## config.mk

```make
export PLATFORM = sky130hd
export DESIGN_NAME = ilb_top
export DESIGN_NICKNAME = d
export VERILOG_FILES = /design/src/design/ilb_pkg.sv /design/src/design/ilb_pwm.sv /design/src/design/ilb_phase.sv /design/src/design/ilb_top.sv
export SDC_FILE = /design/constraint.sdc
export NUM_CORES = 1
export LEC_CHECK = 0
export BUFFER_PORTS_ARGS = -buffer_cell sky130_fd_sc_hd__buf_2
export CELL_PAD_IN_SITES_DETAIL_PLACEMENT = 0
export CELL_PAD_IN_SITES_GLOBAL_PLACEMENT = 1
export CORE_AREA = 2 2 121 123
export CTS_CLUSTER_DIAMETER = 150
export DETAILED_ROUTE_END_ITERATION = 10
export DIE_AREA = 0 0 123 125
export PLACE_DENSITY_LB_ADDON = 0.08
export SKIP_LAST_GASP = 1
export SYNTH_ARGS = -nofsm -noshare
export SYNTH_HDL_FRONTEND = slang
export SYNTH_SLANG_ARGS = --single-unit
```

## constraint.sdc

```tcl
create_clock -name I_CORE_CLK -period 2.7 [get_ports I_CORE_CLK]
set_input_delay 0 -clock I_CORE_CLK [delete_from_list [all_inputs] [get_ports I_CORE_CLK]]
set_output_delay 0 -clock I_CORE_CLK [all_outputs]
set_load 0.05 [all_outputs]
```

## src/design/ilb_pkg.sv

```systemverilog
// shared constants and types for the led brightness serial slave
`default_nettype none
package ilb_pkg;
   localparam logic [6:0] SLAVE_ADDR        = 7'h5a; // arbitrary value, not a real part address
   localparam logic [7:0] OFS_GENERAL       = 8'h10;
   localparam logic [7:0] OFS_BANK_LEVEL    = 8'ha0;
   localparam logic [7:0] OFS_KEYPAD_LEVEL  = 8'hb0;
   localparam logic [7:0] RST_GENERAL       = 8'h00;
   localparam logic [7:0] RST_BANK_LEVEL    = 8'h00;
   localparam logic [7:0] RST_KEYPAD_LEVEL  = 8'h00;
   localparam int         POS_MAIN_ON       = 0;
   localparam int         POS_SUB_ON        = 1;
   localparam int         POS_KEYPAD_ON     = 2;
   localparam int         POS_MAIN_LEVEL    = 0;
   localparam int         POS_SUB_LEVEL     = 4;
   localparam int         POS_KEYPAD_LEVEL  = 0;
   localparam int         CLK_HZ            = 20_000_000;
   localparam int         PWM_HZ_OPT_LOW    = 10_000;
   localparam int         PWM_HZ_OPT_HIGH   = 23_000;
   localparam int         PWM_STEPS         = 16;
   // cycles per pwm slot, rounded down so the period never runs long
   localparam int         SLOT_CYC_LOW      = CLK_HZ / (PWM_HZ_OPT_LOW * PWM_STEPS);
   localparam int         SLOT_CYC_HIGH     = CLK_HZ / (PWM_HZ_OPT_HIGH * PWM_STEPS);
   localparam logic [6:0] KEY_PCT_FULL      = 7'h64;
   localparam logic [6:0] KEY_PCT_70        = 7'h46;
   localparam logic [6:0] KEY_PCT_40        = 7'h28;
   localparam logic [6:0] KEY_PCT_20        = 7'h14;

   typedef struct packed {
      logic       keypad_sink_on;
      logic       sub_bank_on;
      logic       main_bank_on;
      logic [3:0] main_bank_level_field;
      logic [3:0] sub_bank_level_field;
      logic [1:0] keypad_level_field;
   } ilb_ctrl_t;

   typedef struct packed {
      logic main_display_sinks;
      logic sub_display_sinks;
      logic [6:0] keypad_pct;
      logic pump_gain_3_2;
   } ilb_drive_t;
endpackage
`default_nettype wire

```

## src/design/ilb_pwm.sv

```systemverilog
// sixteen-step pwm for one display bank
`default_nettype none
module ilb_pwm #(
   parameter int SLOT_CYC = 125
) (
   input  wire logic       i_clk,   // core clock
   input  wire logic       i_rst,   // sync reset
   input  wire logic       i_on,    // bank enable
   input  wire logic [3:0] i_level, // duty code
   input  wire logic [3:0] i_phase, // shared slot phase
   output logic            o_drive  // sink gate
);
   // code n keeps the sinks on for n+1 of 16 slots
   wire logic drive_next = i_on && (i_phase <= i_level);
   always_ff @(posedge i_clk) begin
      if (i_rst) o_drive <= 1'b0;
      else       o_drive <= drive_next;
   end
endmodule
`default_nettype wire

```

## src/design/ilb_phase.sv

```systemverilog
// fixed-rate slot counter shared by both display banks
`default_nettype none
module ilb_phase #(
   parameter int SLOT_CYC = 125
) (
   input  wire logic       i_clk,  // core clock
   input  wire logic       i_rst,  // sync reset
   output logic [3:0]      o_phase // current slot 0..15
);
   logic [15:0] cnt_reg;
   wire  logic  slot_end = (cnt_reg == 16'(SLOT_CYC - 1));
   // rate set only by the build option, never by registers
   always_ff @(posedge i_clk) begin
      if (i_rst) begin
         cnt_reg <= 16'h0000;
         o_phase <= 4'h0;
      end else if (slot_end) begin
         cnt_reg <= 16'h0000;
         o_phase <= o_phase + 4'h1;
      end else begin
         cnt_reg <= cnt_reg + 16'h0001;
      end
   end
endmodule
`default_nettype wire

```

## src/design/ilb_top.sv

```systemverilog
// serial-bus slave, register file and sink control for the led driver
`default_nettype none
// Functional notes
// - data stable while bus clock high
// - data falling with clock high starts
// - data rising with clock high stops
// - repeated start restarts address reception
// - eight bits msb first plus ack
// - slave pulls data low on ninth pulse
// - acknowledge address, select and data bytes
// - first byte: seven-bit address, direction bit
// - second byte register, third byte data
// - three eight-bit registers, reset zero
// - general register: three bank enables
// - level register: two four-bit fields
// - each display step is one sixteenth
// - keypad code three is full scale
// - keypad upper six bits ignored
// - keypad has four intensity steps
// - display banks dimmed by sixteen-step pwm
// - pwm rate fixed by product option
// - keypad dims by analog level
// - keypad alone forces pump gain 3/2
// - headroom watch only enabled display banks
module ilb_top #(
   parameter bit FAST_OPTION = 1'b0  // 0: low pwm rate, 1: high pwm rate
) (
   input  wire logic       I_CORE_CLK,      // core clock 20 mhz
   input  wire logic       I_SYS_RST,       // sync reset, active high
   input  wire logic       I_SCL,           // bus clock pin
   input  wire logic       I_SDA,           // bus data pin level
   input  wire logic       I_HEADROOM_LOW,  // a watched display sink lacks headroom
   output logic            O_SDA,           // data drive value, always low
   output logic            O_SDA_OE,        // high while pulling data low
   output logic            O_MAIN_SINKS,    // main display sinks gate
   output logic            O_SUB_SINKS,     // sub display sinks gate
   output logic            O_KEYPAD_ON,     // keypad sink enabled
   output logic [6:0]      O_KEYPAD_PCT,    // keypad analog level, percent
   output logic            O_PUMP_GAIN_3_2, // pump gain select 3/2
   output logic            O_WATCH_MAIN,    // headroom watch on main sinks
   output logic            O_WATCH_SUB,     // headroom watch on sub sinks
   output logic            O_BUS_BUSY       // between start and stop
);
   localparam int SLOT_CYC = FAST_OPTION ? ilb_pkg::SLOT_CYC_HIGH : ilb_pkg::SLOT_CYC_LOW;

   typedef enum logic [2:0] {IDLE, ADDR, REG, DATA, ACK, IGNORE} ilb_state_t;

   // two-flop synchronisers; stage one feeds only stage two
   logic scl_s1_reg, scl_s2_reg, scl_d_reg;
   logic sda_s1_reg, sda_s2_reg, sda_d_reg;
   always_ff @(posedge I_CORE_CLK) begin
      if (I_SYS_RST) begin
         scl_s1_reg <= 1'b1;
         scl_s2_reg <= 1'b1;
         scl_d_reg  <= 1'b1;
         sda_s1_reg <= 1'b1;
         sda_s2_reg <= 1'b1;
         sda_d_reg  <= 1'b1;
      end else begin
         scl_s1_reg <= I_SCL;
         scl_s2_reg <= scl_s1_reg;
         scl_d_reg  <= scl_s2_reg;
         sda_s1_reg <= I_SDA;
         sda_s2_reg <= sda_s1_reg;
         sda_d_reg  <= sda_s2_reg;
      end
   end

   wire logic scl_rise = scl_s2_reg & ~scl_d_reg;
   wire logic scl_fall = ~scl_s2_reg & scl_d_reg;
   wire logic start_ev = scl_s2_reg & scl_d_reg & sda_d_reg & ~sda_s2_reg;
   wire logic stop_ev  = scl_s2_reg & scl_d_reg & ~sda_d_reg & sda_s2_reg;

   ilb_state_t state_reg, state_next, after_ack_reg, after_ack_next;
   logic [2:0] bit_cnt_reg, bit_cnt_next;
   logic [7:0] shift_reg, shift_next;
   logic [7:0] sel_reg, sel_next;
   logic       ack_drv_reg, ack_drv_next;
   logic       wr_en_reg, wr_en_next;
   logic       busy_reg;

   logic [7:0] general_enable_reg;
   logic [7:0] display_bank_level_reg;
   logic [7:0] keypad_level_reg;

   // data is sampled only on clock rise, so changes while clock is low are the legal ones
   wire logic [7:0] byte_in = {shift_reg[6:0], sda_s2_reg};
   wire logic       last_bit = (bit_cnt_reg == 3'h7);
   wire logic       addr_hit = (byte_in[7:1] == ilb_pkg::SLAVE_ADDR) && !byte_in[0];

   always_comb begin
      state_next     = state_reg;
      after_ack_next = after_ack_reg;
      bit_cnt_next   = bit_cnt_reg;
      shift_next     = shift_reg;
      sel_next       = sel_reg;
      ack_drv_next   = ack_drv_reg;
      wr_en_next     = 1'b0;
      if (start_ev) begin
         // a repeated start is handled the same as the first
         state_next   = ADDR;
         bit_cnt_next = 3'h0;
         ack_drv_next = 1'b0;
      end else if (stop_ev) begin
         state_next   = IDLE;
         ack_drv_next = 1'b0;
      end else begin
         unique case (state_reg)
            IDLE, IGNORE: begin
            end
            ADDR, REG, DATA: begin
               if (scl_rise) begin
                  shift_next   = byte_in;
                  bit_cnt_next = bit_cnt_reg + 3'h1;
               end
               if (scl_rise && last_bit) begin
                  unique case (state_reg)
                     ADDR: after_ack_next = addr_hit ? REG : IGNORE;
                     REG: begin
                        sel_next       = byte_in;
                        after_ack_next = DATA;
                     end
                     default: begin
                        wr_en_next     = 1'b1;
                        after_ack_next = DATA;
                     end
                  endcase
                  state_next = ACK;
               end
            end
            ACK: begin
               // drive low after the eighth clock falls, release after the ninth falls
               if (scl_fall && !ack_drv_reg && after_ack_reg != IGNORE)
                  ack_drv_next = 1'b1;
               else if (scl_fall && ack_drv_reg) begin
                  ack_drv_next = 1'b0;
                  state_next   = after_ack_reg;
                  bit_cnt_next = 3'h0;
               end else if (scl_fall && after_ack_reg == IGNORE)
                  state_next = IGNORE;
            end
            default: state_next = IDLE;
         endcase
      end
   end

   always_ff @(posedge I_CORE_CLK) begin
      if (I_SYS_RST) begin
         state_reg     <= IDLE;
         after_ack_reg <= IDLE;
         bit_cnt_reg   <= 3'h0;
         shift_reg     <= 8'h00;
         sel_reg       <= 8'h00;
         ack_drv_reg   <= 1'b0;
         wr_en_reg     <= 1'b0;
      end else begin
         state_reg     <= state_next;
         after_ack_reg <= after_ack_next;
         bit_cnt_reg   <= bit_cnt_next;
         shift_reg     <= shift_next;
         sel_reg       <= sel_next;
         ack_drv_reg   <= ack_drv_next;
         wr_en_reg     <= wr_en_next;
      end
   end

   // master owns framing; we only track it
   always_ff @(posedge I_CORE_CLK) begin
      if (I_SYS_RST)     busy_reg <= 1'b0;
      else if (start_ev) busy_reg <= 1'b1;
      else if (stop_ev)  busy_reg <= 1'b0;
   end

   // register writes land one cycle after the data byte's last bit
   wire logic hit_gen = wr_en_reg && (sel_reg == ilb_pkg::OFS_GENERAL);
   wire logic hit_lvl = wr_en_reg && (sel_reg == ilb_pkg::OFS_BANK_LEVEL);
   wire logic hit_key = wr_en_reg && (sel_reg == ilb_pkg::OFS_KEYPAD_LEVEL);
   // any other select matches none and is dropped after its ack
   always_ff @(posedge I_CORE_CLK) begin
      if (I_SYS_RST) begin
         general_enable_reg     <= ilb_pkg::RST_GENERAL;
         display_bank_level_reg <= ilb_pkg::RST_BANK_LEVEL;
         keypad_level_reg       <= ilb_pkg::RST_KEYPAD_LEVEL;
      end else begin
         if (hit_gen) general_enable_reg     <= shift_reg;
         if (hit_lvl) display_bank_level_reg <= shift_reg;
         if (hit_key) keypad_level_reg       <= shift_reg;
      end
   end

   ilb_pkg::ilb_ctrl_t ctrl;
   assign ctrl.main_bank_on          = general_enable_reg[ilb_pkg::POS_MAIN_ON];
   assign ctrl.sub_bank_on           = general_enable_reg[ilb_pkg::POS_SUB_ON];
   assign ctrl.keypad_sink_on        = general_enable_reg[ilb_pkg::POS_KEYPAD_ON];
   assign ctrl.main_bank_level_field = display_bank_level_reg[ilb_pkg::POS_MAIN_LEVEL +: 4];
   assign ctrl.sub_bank_level_field  = display_bank_level_reg[ilb_pkg::POS_SUB_LEVEL +: 4];
   // upper keypad bits are stored but never looked at
   assign ctrl.keypad_level_field    = keypad_level_reg[ilb_pkg::POS_KEYPAD_LEVEL +: 2];

   function automatic logic [6:0] key_pct(input logic [1:0] code);
      unique case (code)
         2'h3: key_pct = ilb_pkg::KEY_PCT_FULL;
         2'h2: key_pct = ilb_pkg::KEY_PCT_70;
         2'h1: key_pct = ilb_pkg::KEY_PCT_40;
         2'h0: key_pct = ilb_pkg::KEY_PCT_20;
      endcase
   endfunction

   logic [3:0] phase;
   logic       main_pwm, sub_pwm;

   ilb_phase #(.SLOT_CYC(SLOT_CYC)) u_phase (
      .i_clk   (I_CORE_CLK),
      .i_rst   (I_SYS_RST),
      .o_phase (phase)
   );
   ilb_pwm #(.SLOT_CYC(SLOT_CYC)) u_main_pwm (
      .i_clk   (I_CORE_CLK),
      .i_rst   (I_SYS_RST),
      .i_on    (ctrl.main_bank_on),
      .i_level (ctrl.main_bank_level_field),
      .i_phase (phase),
      .o_drive (main_pwm)
   );
   ilb_pwm #(.SLOT_CYC(SLOT_CYC)) u_sub_pwm (
      .i_clk   (I_CORE_CLK),
      .i_rst   (I_SYS_RST),
      .i_on    (ctrl.sub_bank_on),
      .i_level (ctrl.sub_bank_level_field),
      .i_phase (phase),
      .o_drive (sub_pwm)
   );

   // headroom input is a pin, so it is synchronised too
   logic hr_s1_reg, hr_s2_reg;
   wire logic keypad_alone = ctrl.keypad_sink_on && !ctrl.main_bank_on && !ctrl.sub_bank_on;
   wire logic banks_on     = ctrl.main_bank_on || ctrl.sub_bank_on;
   wire logic gain_next    = keypad_alone || (banks_on && hr_s2_reg);

   always_ff @(posedge I_CORE_CLK) begin
      if (I_SYS_RST) begin
         hr_s1_reg       <= 1'b0;
         hr_s2_reg       <= 1'b0;
         O_SDA_OE        <= 1'b0;
         O_MAIN_SINKS    <= 1'b0;
         O_SUB_SINKS     <= 1'b0;
         O_KEYPAD_ON     <= 1'b0;
         O_KEYPAD_PCT    <= ilb_pkg::KEY_PCT_20;
         O_PUMP_GAIN_3_2 <= 1'b0;
         O_WATCH_MAIN    <= 1'b0;
         O_WATCH_SUB     <= 1'b0;
         O_BUS_BUSY      <= 1'b0;
      end else begin
         hr_s1_reg       <= I_HEADROOM_LOW;
         hr_s2_reg       <= hr_s1_reg;
         O_SDA_OE        <= ack_drv_next;
         O_MAIN_SINKS    <= main_pwm;
         O_SUB_SINKS     <= sub_pwm;
         O_KEYPAD_ON     <= ctrl.keypad_sink_on;
         O_KEYPAD_PCT    <= key_pct(ctrl.keypad_level_field);
         O_PUMP_GAIN_3_2 <= gain_next;
         O_WATCH_MAIN    <= ctrl.main_bank_on;
         O_WATCH_SUB     <= ctrl.sub_bank_on;
         O_BUS_BUSY      <= busy_reg;
      end
   end

   always_ff @(posedge I_CORE_CLK) begin
      if (I_SYS_RST) O_SDA <= 1'b0;
      else           O_SDA <= 1'b0;
   end
endmodule
`default_nettype wire

```

Word level (Yosys, flattened, before mapping)
Cells that the tools add are included.
{"block": "word_totals", "inputBits": 5, "output_inout_bits": 16, "reg_bits": 85}
{"block": "op_classes", "eq_ne": 25, "order_cmp": 2, "n_addsub": 3, "n_reduce_logical": 39, "muxes": 19, "n_bitwise": 16}
{"op": "$pmux W7 S4", "count": 1}
{"op": "$mux W3", "count": 9}
{"op": "$add A16 B1 Y16 const B", "count": 1}
{"op": "$eq A16 B7 Y1 const B", "count": 1}
{"op": "$eq A8 B8 Y1 const B", "count": 2}
{"op": "$reduce_and A4 Y1", "count": 4}
{"op": "$logic_and A1 B1 Y1", "count": 14}
{"op": "$eq A3 B3 Y1 const B", "count": 4}
{"op": "$reduce_and A5 Y1", "count": 2}
{"op": "$ne A3 B3 Y1 const B", "count": 3}
{"op": "$not A1 Y1", "count": 9}
{"op": "$pmux W3 S3", "count": 1}
{"op": "$eq A8 B5 Y1 const B", "count": 1}
{"op": "$le A4 B4 Y1", "count": 2}
{"op": "$ne A2 B2 Y1 const B", "count": 4}
{"op": "$ne A4 B4 Y1 const B", "count": 2}
{"op": "$reduce_or A2 Y1", "count": 4}
{"op": "$and A1 B1 Y1", "count": 7}
{"op": "$eq A7 B7 Y1 const B", "count": 1}
{"op": "$mux W1", "count": 7}
{"op": "$eq A3 B2 Y1 const B", "count": 2}
{"op": "$pmux W3 S2", "count": 1}
{"op": "$reduce_bool A2 Y1", "count": 3}
{"op": "$reduce_or A3 Y1", "count": 2}
{"op": "other kinds (12)", "count": 17}

Logic depth before layout (Yosys ltp)
Gate-level depths: netlist of the first run.
{"block": "logic_depth", "ltp_word": 9, "mapped_depth": 8, "mapped_depth_nobuf": 7}

By module
A second synthesis of the first run with hierarchy kept.
{"block": "unflattened", "cells_unflattened": 369, "hier_area_um2": 3530.9}
{"mod": "ilb_top", "instances": 1, "area_each_um2": 2367.3, "cells_per_inst": 236, "seq_area_each_um2": 1241.2}
{"mod": "ilb_phase", "instances": 1, "area_each_um2": 890.9, "cells_per_inst": 103, "seq_area_each_um2": 400.4}
{"mod": "ilb_pwm", "instances": 2, "area_each_um2": 136.4, "cells_per_inst": 15, "seq_area_each_um2": 20.0}

Worst setup path after synthesis of the first run
No wires, ideal clock.
{"block": "synth_timing", "path_type": "register to register", "startpoint": "register bit_cnt_reg[0]", "endpoint": "register sel_reg[0]", "period_less_slack_ns": 1.787, "stages_incl_launch_ff": 8, "setup_time_ns": 0.128, "t_arrival_ns": 1.659, "t_required_ns": 2.572, "slack_ns": 0.913, "n_path_buf": 1, "cell_sequence": "dfxtp_1 > ha_1 > ha_1 > and4bb_2 > or4b_1 > buf_4 > mux2i_1 > nor2_1"}
{"block": "synth_via", "elab_chain_len": 3}
{"element": "from (decl)", "line": "ilb_top.sv:75", "text": "logic [2:0] bit_cnt_reg, bit_cnt_next;"}
{"element": "from (signal assigned)", "line": "ilb_top.sv:159", "text": "bit_cnt_reg <= bit_cnt_next;"}
{"element": "$eq A3 B3 Y1", "line": "ilb_top.sv:88", "text": "wire logic last_bit = (bit_cnt_reg == 3'h7);"}
{"element": "$logic_and A1 B1 Y1", "line": "ilb_top.sv:116", "text": "if (scl_rise && last_bit) begin"}
{"element": "$reduce_and A5 Y1 (no source line)"}
{"element": "to (signal assigned)", "line": "ilb_top.sv:161", "text": "sel_reg <= sel_next;"}
{"element": "to (decl)", "line": "ilb_top.sv:77", "text": "logic [7:0] sel_reg, sel_next;"}
Every way passes these cells.
A chain may end at the register's enable or synchronous reset.

Worst setup path after layout of the first run
Same ends and word-level chain as after synthesis.

==> summary.md, run 1 <==
| Metric | Value |
|---|---|
| Synth cell types | 45 |
| Power per Cell Area | approximately 640 nW/µm² |
| Post-route setup TNS | 0 ns |
| WS Path Type | reg2reg |
| Most frequent CP cell | ha_1 |
| Switching pwr | 0.529 mW |
| Crit path capture | sel_reg[0] |
| Longest Clk Path Bufs | 2 |
| Die H | 125 µm |
| Fin crit share | about 77% |
| CTS Hold Bufs | 3 |
| Top post-synthesis cells by count | dfxtp_1 (84), nor2_1 (63), mux2i_1 (33) |
| Max-Slew Margin vs Limit | ~61% |
| CTS tree | done |
| Highest Clock Rate | 0.483 GHz |
| Initial Util | 24.3% |
| Die area | roughly 15,000 µm² |
| DRC | 0 |
| CORE AREA | 14,200 µm² |
| Root buffer cell | clkbuf_16 |
| Critical path origin | bit_cnt_reg[0] |
| Clock network power share | between 40% and 50% |
| Combinational share of power | 2.5% |
| Worst R2R Setup Slack | 0.63 ns |
| Switching share of total power | 20.7% |
| Worst-path clk slew | 0.06 ns |
| LEAKAGE | 1.59 nW |
| Status | finished, final reports clean |
| Worst path max stage delay | 0.70 ns |
| Std cell rows | 44 |
| Vias after detailed routing | about 2.4k |
| Layout cells sized above 1 | 12.6% |
| CP bufs+invs | 0 |
| Req. time, crit path | 2.91 ns |
| Data arrival, critical path | around 2.3 ns |
| Routed WL | roughly 7500 µm |
| Fillers | approximately 1.5k |
| EDFF count, synth | 0 |
| Hold_sp | I_SYS_RST |
| R2r endpoint | sel_reg[0] |
| CP delay by family, top | simple AND/OR/NAND/NOR gates |
| CP endpoint kind | register |
| R2R depth | 6 |
| P_int | 2.03 mW |
| CP cell instances | ha_1 -> ha_1 -> and4bb_2 -> or4b_1 -> mux2i_1 -> nor2_1 |
| Final Max Tran Viols | 0 |
| Worst-Skew Late Latency | around 0.34 ns |
| Cells after synthesis | 358 |
| Max reg flops | 16 |
| #FFs+latches synth | 84 |
| Num CTS Buffers | 9 |
| Worst vdd ir | 0.000288 V |
| Setup Skew | 0.00666 ns |
| Vias per Instance | 4.24 |
| Initial antenna violation count | 0 |
| FF-to-FF Start | bit_cnt_reg[0] |
| Final HPWL DP | 5090 µm |
| CTS Sinks | 84 |
| RSZ-0062 raised after global routing | false |
| Largest area contributor in the netlist | dfxtp_1 |
| Synth area leaders | dfxtp_1 (49%), mux2i_1 (9.6%), nor2_1 (6.9%) |
| Critical path fanouts, max | 8 |
| Largest net degree at the start of global routing | 56 |
| PostCTS Resize Cnt | 0 |
| Tmin final | 2.07 ns |
| Reg power frac | 49.3% |
| Final Hold Viols | 0 |
| Drt wl/cell | 13.3 µm |
| Worst path depth | 6 |
| Total Power | 2.56 mW |
| Final design utilization | 28.3% |
| Worst-Margin Slew | just under 0.6 ns |
| Top-count cell post-synth | dfxtp_1 |
| Io pins | 21 |
| Final Setup Violations | 0 |
| Inserted Diodes | 0 |
| Initial DRC count | 153 |
| Yosys top cell area share | 48.8% |
| Post-synth ARST share | 0% |
| Slowest CP cell | or4b_1 |
| GP Congestion | 0.708 |
| Max-Cap Viols | 0 |
| I/O Buffers | 18 |
| Post-route cell area | approximately 4000 µm² |
| Mapped cell area | 3440 µm² |
| Layout area overhead | 16.6% |
| Hold WC Path Type | in2reg |
| First-pass GRT wire length | 12,400 µm |
| Drt first pass iters | 4 |
| # Post-CTS Setup Buffers | 0 |
| Vias in the first global route | 2,424 |
| Layout Nets | slightly below 400 |
| Hold_ws | 0.172 ns |
| Mean Syn Cell Area | 9.62 µm² |
| Register area share after synthesis | 48.8% |
| H-tree lvl count | 3 |
| Remaining global-route overflow | 0 |
| Yosys synthesis warning count | 0 |
| DRT antenna net count | 0 |
| Startpoint Class | register |
| Die W | 123 µm |
| Total track usage | 10.6% |
| Top_reg_cell synth | dfxtp_1 |
| Post-Place Cell Area | 3700 µm² |
-- logic make-up after synthesis --
| kind of cell | after synthesis | share of synthesized area [%] |
|---|---|---|
| AO/OA/AOI/OAI | 28 | 4.98 |
| XOR/XNOR | 17 | 4.32 |
| adder cells (fa/ha/maj) | 13 | 4.72 |
| buffers and inverters | 35 | 4.94 |
| flip-flops | 84 | 48.8 |
| multiplexers | 33 | 9.59 |
| other | 1 | 0.109 |
| AND/OR/NAND/NOR | 147 | 22.5 |
-- tightest hold or removal path: cells and delay by family --
family,cells,cell delay (ns)
and+or+nand+nor,2,0.37
buffers and inverters,1,0.09
-- power groups by stage --
stage                     combinational [mW]  sequential (mW)  clock, mW
final                                 0.0644             1.26       1.23
after global routing                  0.0713             1.26       1.34
after CTS                             0.0668             1.26       1.29
after detailed placement              0.0631             1.29          0
after global placement                0.0634             1.29          0
after floorplan                       0.0520             1.28          0
-- metrics by stage --
stage	worst slack, ns	cells
3_3_place_gp	0.663	548
4_1_cts	0.607	565
5_1_grt	0.462	565
2_1_floorplan	0.913	359
6_report	0.630	565
3_5_place_dp	0.607	548
-- worst min path at each step --
stage          slack (ns)                  end  cells after the start
2_1_floorplan        0.10           scl_s1_reg                      1
3_3_place_gp         0.19           sda_s1_reg                      2
3_5_place_dp         0.19           sda_s1_reg                      2
4_1_cts              0.18   u_phase.cnt_reg[1]                      3
5_1_grt              0.22  u_phase.cnt_reg[15]                      3
6_report             0.17   u_phase.cnt_reg[1]                      3
-- cell type report --
cell class                 count  area (µm²)  share of cell area, %
sequential                    84        1680                   41.9
multi-input combinational    240        1600                   39.7
clock buffer                  12         256                   6.38
tap                          184         230                   5.73
timing repair buffer          25         150                   3.74
inverter                      18        67.6                   1.68
clock inverter                 2        35.0                  0.872
-- cell usage in the layout (no fill, tap or decap), types with 7 or more instances in the layout --
cell       netlist  routed
nor3_1           7       7
nor2b_1          8       8
nand2_1         13      13
xor2_1           7       7
a21oi_1          7       7
nor2_1          63      63
inv_1           18      18
clkbuf_16        0       9
mux2i_1         33      33
ha_1            13      13
xnor2_1         10      10
dfxtp_1         84      84
or2_2            8       8
o21ai_0          9       9
nand2b_1        10      10
buf_2            1      18
-- routing by layer --
layer / wire length (µm) / GRT usage, %
met1: 3700 / 13.2
met2: 3450 / 16.5
met3: 262 / 4.11
met4: 91 / 3.61
met5: 0 / 0
Note: power is estimated with default switching activity, not from simulation.
==> run 2: changes to the inputs <==
ABC_AREA = 1   (was not set)
CORE_AREA = 2 2 123 125   (was 2 2 121 123)
DIE_AREA = 0 0 125 127   (was 0 0 123 125)
clock period = 1.68 ns   (was 2.7 ns; I/O delays follow)
==> summary.md, run 2 <==
| Metric | Value |
|---|---|
| Status | finished, final reports clean (unchanged) |
| Top post-synthesis cells by count | dfxtp_1 (84), inv_1 (69), nand2_1 (64) (was dfxtp_1 (84), nor2_1 (63), mux2i_1 (33)) |
| R2r endpoint | sel_reg[0] (unchanged) |
| Met1 usage | 14.6% (was 13.2%) |
| Total Power | 3.99 mW (was 2.56 mW) |
| Longest Clk Path Bufs | 2 (unchanged) |
| Die area | 15,900 µm² (was 15,400 µm²) |
| CTS tree | done (unchanged) |
| CTS Sinks | 84 (unchanged) |
| Die W | 125 µm (was 123 µm) |
| H-tree lvl count | 3 (unchanged) |
| Io pins | 21 (unchanged) |
| Max-Slew Margin vs Limit | 61.2% (about the same) |
| Layout area overhead | 17.1% (was 16.6%) |
| Fillers | 1,608 (was 1,513) |
| Yosys top cell area share | 47.4% (was 48.8%) |
| Std cell rows | 44 (unchanged) |
| Worst-Skew Late Latency | 0.34 ns (about the same) |
| Yosys synthesis warning count | 0 (unchanged) |
| Worst-path clk slew | 0.06 ns (about the same) |
| Highest Clock Rate | 0.671 GHz (was 0.483 GHz) |
| LEAKAGE | 1.67 nW (was 1.59 nW) |
| Die H | 127 µm (was 125 µm) |
| Worst Hold Endpoint | O_SUB_SINKS (was u_phase.cnt_reg[1]) |
| Final design utilization | 28.8% (was 28.3%) |
| Worst vdd ir | 0.000489 V (was 0.000288 V) |
| Hold_sp | I_SYS_RST (unchanged) |
| Final HPWL DP | 6130 µm (was 5090 µm) |
| Remaining global-route overflow | 0 (unchanged) |
| Tmin final | 1.49 ns (was 2.07 ns) |
| Startpoint Class | register (unchanged) |
| Req. time, crit path | 1.95 ns (was 2.91 ns) |
| Num CTS Buffers | 9 (unchanged) |
| Layout Nets | 510 (was 396) |
| CORE AREA | 14,400 µm² (was 14,200 µm²) |
| Max-Cap Viols | 0 (unchanged) |
| Final Hold Viols | 0 (unchanged) |
| Synth area leaders | dfxtp_1 (47%), a21oi_1 (7.3%), inv_1 (7.3%) (was dfxtp_1 (49%), mux2i_1 (9.6%), nor2_1 (6.9%)) |
| Initial DRC count | 138 (was 153) |
| Cells after synthesis | 463 (was 358) |
| CP endpoint kind | register (unchanged) |
| I/O Buffers | 18 (unchanged) |
| Data arrival, critical path | 1.76 ns (was 2.28 ns) |
| Worst R2R Setup Slack | 0.19 ns (was 0.63 ns) |
| Power per Cell Area | 959 nW/µm² (was 637 nW/µm²) |
| # Post-CTS Setup Buffers | 0 (unchanged) |
| R2R depth | 7 (was 6) |
| Drt wl/cell | 12.1 µm (was 13.3 µm) |
| Vias after detailed routing | 2,901 (was 2,398) |
| Top-count cell post-synth | dfxtp_1 (unchanged) |
| Mapped cell area | 3550 µm² (was 3440 µm²) |
| Vias per Instance | 4.26 (was 4.24) |
| DRC | 0 (unchanged) |
| WS Path Type | reg2reg (unchanged) |
| Met3 Track Usage GR | 3.14% (was 4.11%) |
| #FFs+latches synth | 84 (unchanged) |
| M2 GR Usage | 18.0% (was 16.5%) |
| Worst-Margin Slew | 0.577 ns (was 0.582 ns) |
| Final Max Tran Viols | 0 (unchanged) |
| Routed WL | 8240 µm (was 7510 µm) |
| Top_reg_cell synth | dfxtp_1 (unchanged) |
| Drt first pass iters | 4 (unchanged) |
| Synth cell types | 28 (was 45) |
| Hold WC Path Type | in2reg (unchanged) |
| GRT busiest layer | met2 (unchanged) |
| Post-route setup TNS | 0 ns (unchanged) |
| Largest net degree at the start of global routing | 35 (was 56) |
| Largest area contributor in the netlist | dfxtp_1 (unchanged) |
| Max reg flops | 16 (unchanged) |
| Initial Util | 24.6% (was 24.3%) |
| Most common cell after layout, fill and taps aside | dfxtp_1 (unchanged) |
| EDFF count, synth | 0 (unchanged) |
| Mean Syn Cell Area | 7.67 µm² (was 9.62 µm²) |
| Hold path depth | 2 (was 3) |
| Vias in the first global route | 2,899 (was 2,424) |
| Layout cells sized above 1 | 11.3% (was 12.6%) |
| Post-synth ARST share | 0% (unchanged) |
| DRT antenna net count | 0 (unchanged) |
| RSZ-0062 raised after global routing | false (unchanged) |
| Final Setup Violations | 0 (unchanged) |
| GP Congestion | 0.744 (was 0.708) |
| Fin crit share | 88.7% (was 76.7%) |
| FF-to-FF Start | bit_cnt_reg[1] (was bit_cnt_reg[0]) |
| First-pass GRT wire length | 14,300 µm (was 12,400 µm) |
| Total track usage | 11.4% (was 10.6%) |
| Most frequent cells in the layout | dfxtp_1 (84), inv_1 (69), nand2_1 (63), nor2_1 (56), a21oi_1 (52) (was dfxtp_1 (84), nor2_1 (63), mux2i_1 (33), inv_1 (18), buf_2 (18)) |
| Register area share after synthesis | 47.4% (was 48.8%) |
| Initial antenna violation count | 0 (unchanged) |
| Inserted Diodes | 0 (unchanged) |
| Setup Skew | 0.00650 ns (was 0.00666 ns) |
| Critical path fanouts, max | 9 (was 8) |
| Root buffer cell | clkbuf_16 (unchanged) |
run 2: power breakdown:
part / switching [mW] / internal (mW) / total (mW)
logic: 0.0831 / 0.0394 / 0.123
registers: 0.0125 / 2.01 / 2.02
clock network: 0.802 / 1.04 / 1.84
run 2: cell type report:
class / count / area [µm²] / share of cell area (%)
flip-flops and latches: 84 / 1680 / 40.4
multi-input cells: 298 / 1530 / 36.8
inverters: 70 / 263 / 6.32
clock buffers: 12 / 246 / 5.93
well taps: 184 / 230 / 5.54
repair buffers: 29 / 180 / 4.33
clock inverters: 4 / 25.0 / 0.602
run 2: layer usage:
| layer | wire [µm] | part of all wire, % |
|---|---|---|
| met5 | 0 | 0 |
| met3 | 204 | 2.5 |
| met1 | 4090 | 50 |
| met4 | 182 | 2.2 |
| met2 | 3760 | 46 |
run 2: stage by stage:
stage	instances	hold slack [ns]	area, µm²	setup WS (ns)
floorplan	464	0.104	3550	0.288
global placement	662	0.184	3850	0.193
detailed placement	662	0.189	3850	0.178
CTS	681	0.00860	4160	0.157
global route	681	0.0230	4160	0.00103
finish	681	0.00753	4160	0.189
run 2: worst max-delay path by stage:
stage | startpoint | end | slack [ns] | cells after the start
after CTS | bit_cnt_reg[0] | sel_reg[0] | 0.16 | 7
after detailed placement | bit_cnt_reg[1] | sel_reg[0] | 0.18 | 7
after floorplan | O_SDA_OE | bit_cnt_reg[0] | 0.29 | 5
final | bit_cnt_reg[1] | sel_reg[0] | 0.19 | 7
after global placement | bit_cnt_reg[0] | after_ack_reg[1] | 0.19 | 8
after global routing | bit_cnt_reg[0] | sel_reg[7] | 0.001 | 7
run 2: logic make-up (layout without fill, tap and decap cells):
kind of cell	after synthesis	in the layout	synth area share [%]
buffers and inverters	82	115	9.69
DFF	84	84	47.4
other	1	2	0.106
AOI/OAI and AO/OA	93	93	13.4
and+or+nand+nor	183	183	23.2
adders and majority gates	13	13	4.58
xor gates and xnor gates	7	7	1.73
run 2: what timing repair did:
item / in CTS / in global routing
hold buffers: 3 / 0
endpoints found under the hold margin: 3 / 0
resized for setup: 0 / 1
endpoints found under the setup margin: 0 / 3
run 2: critical path, cell delays in order, from the launching register on:
cell     delay [ns]
dfxtp_1        0.34
ha_1           0.15
ha_1           0.14
nand3_1        0.11
nor2_2         0.27
buf_4          0.21
o21ai_0        0.08
a21oi_1        0.13
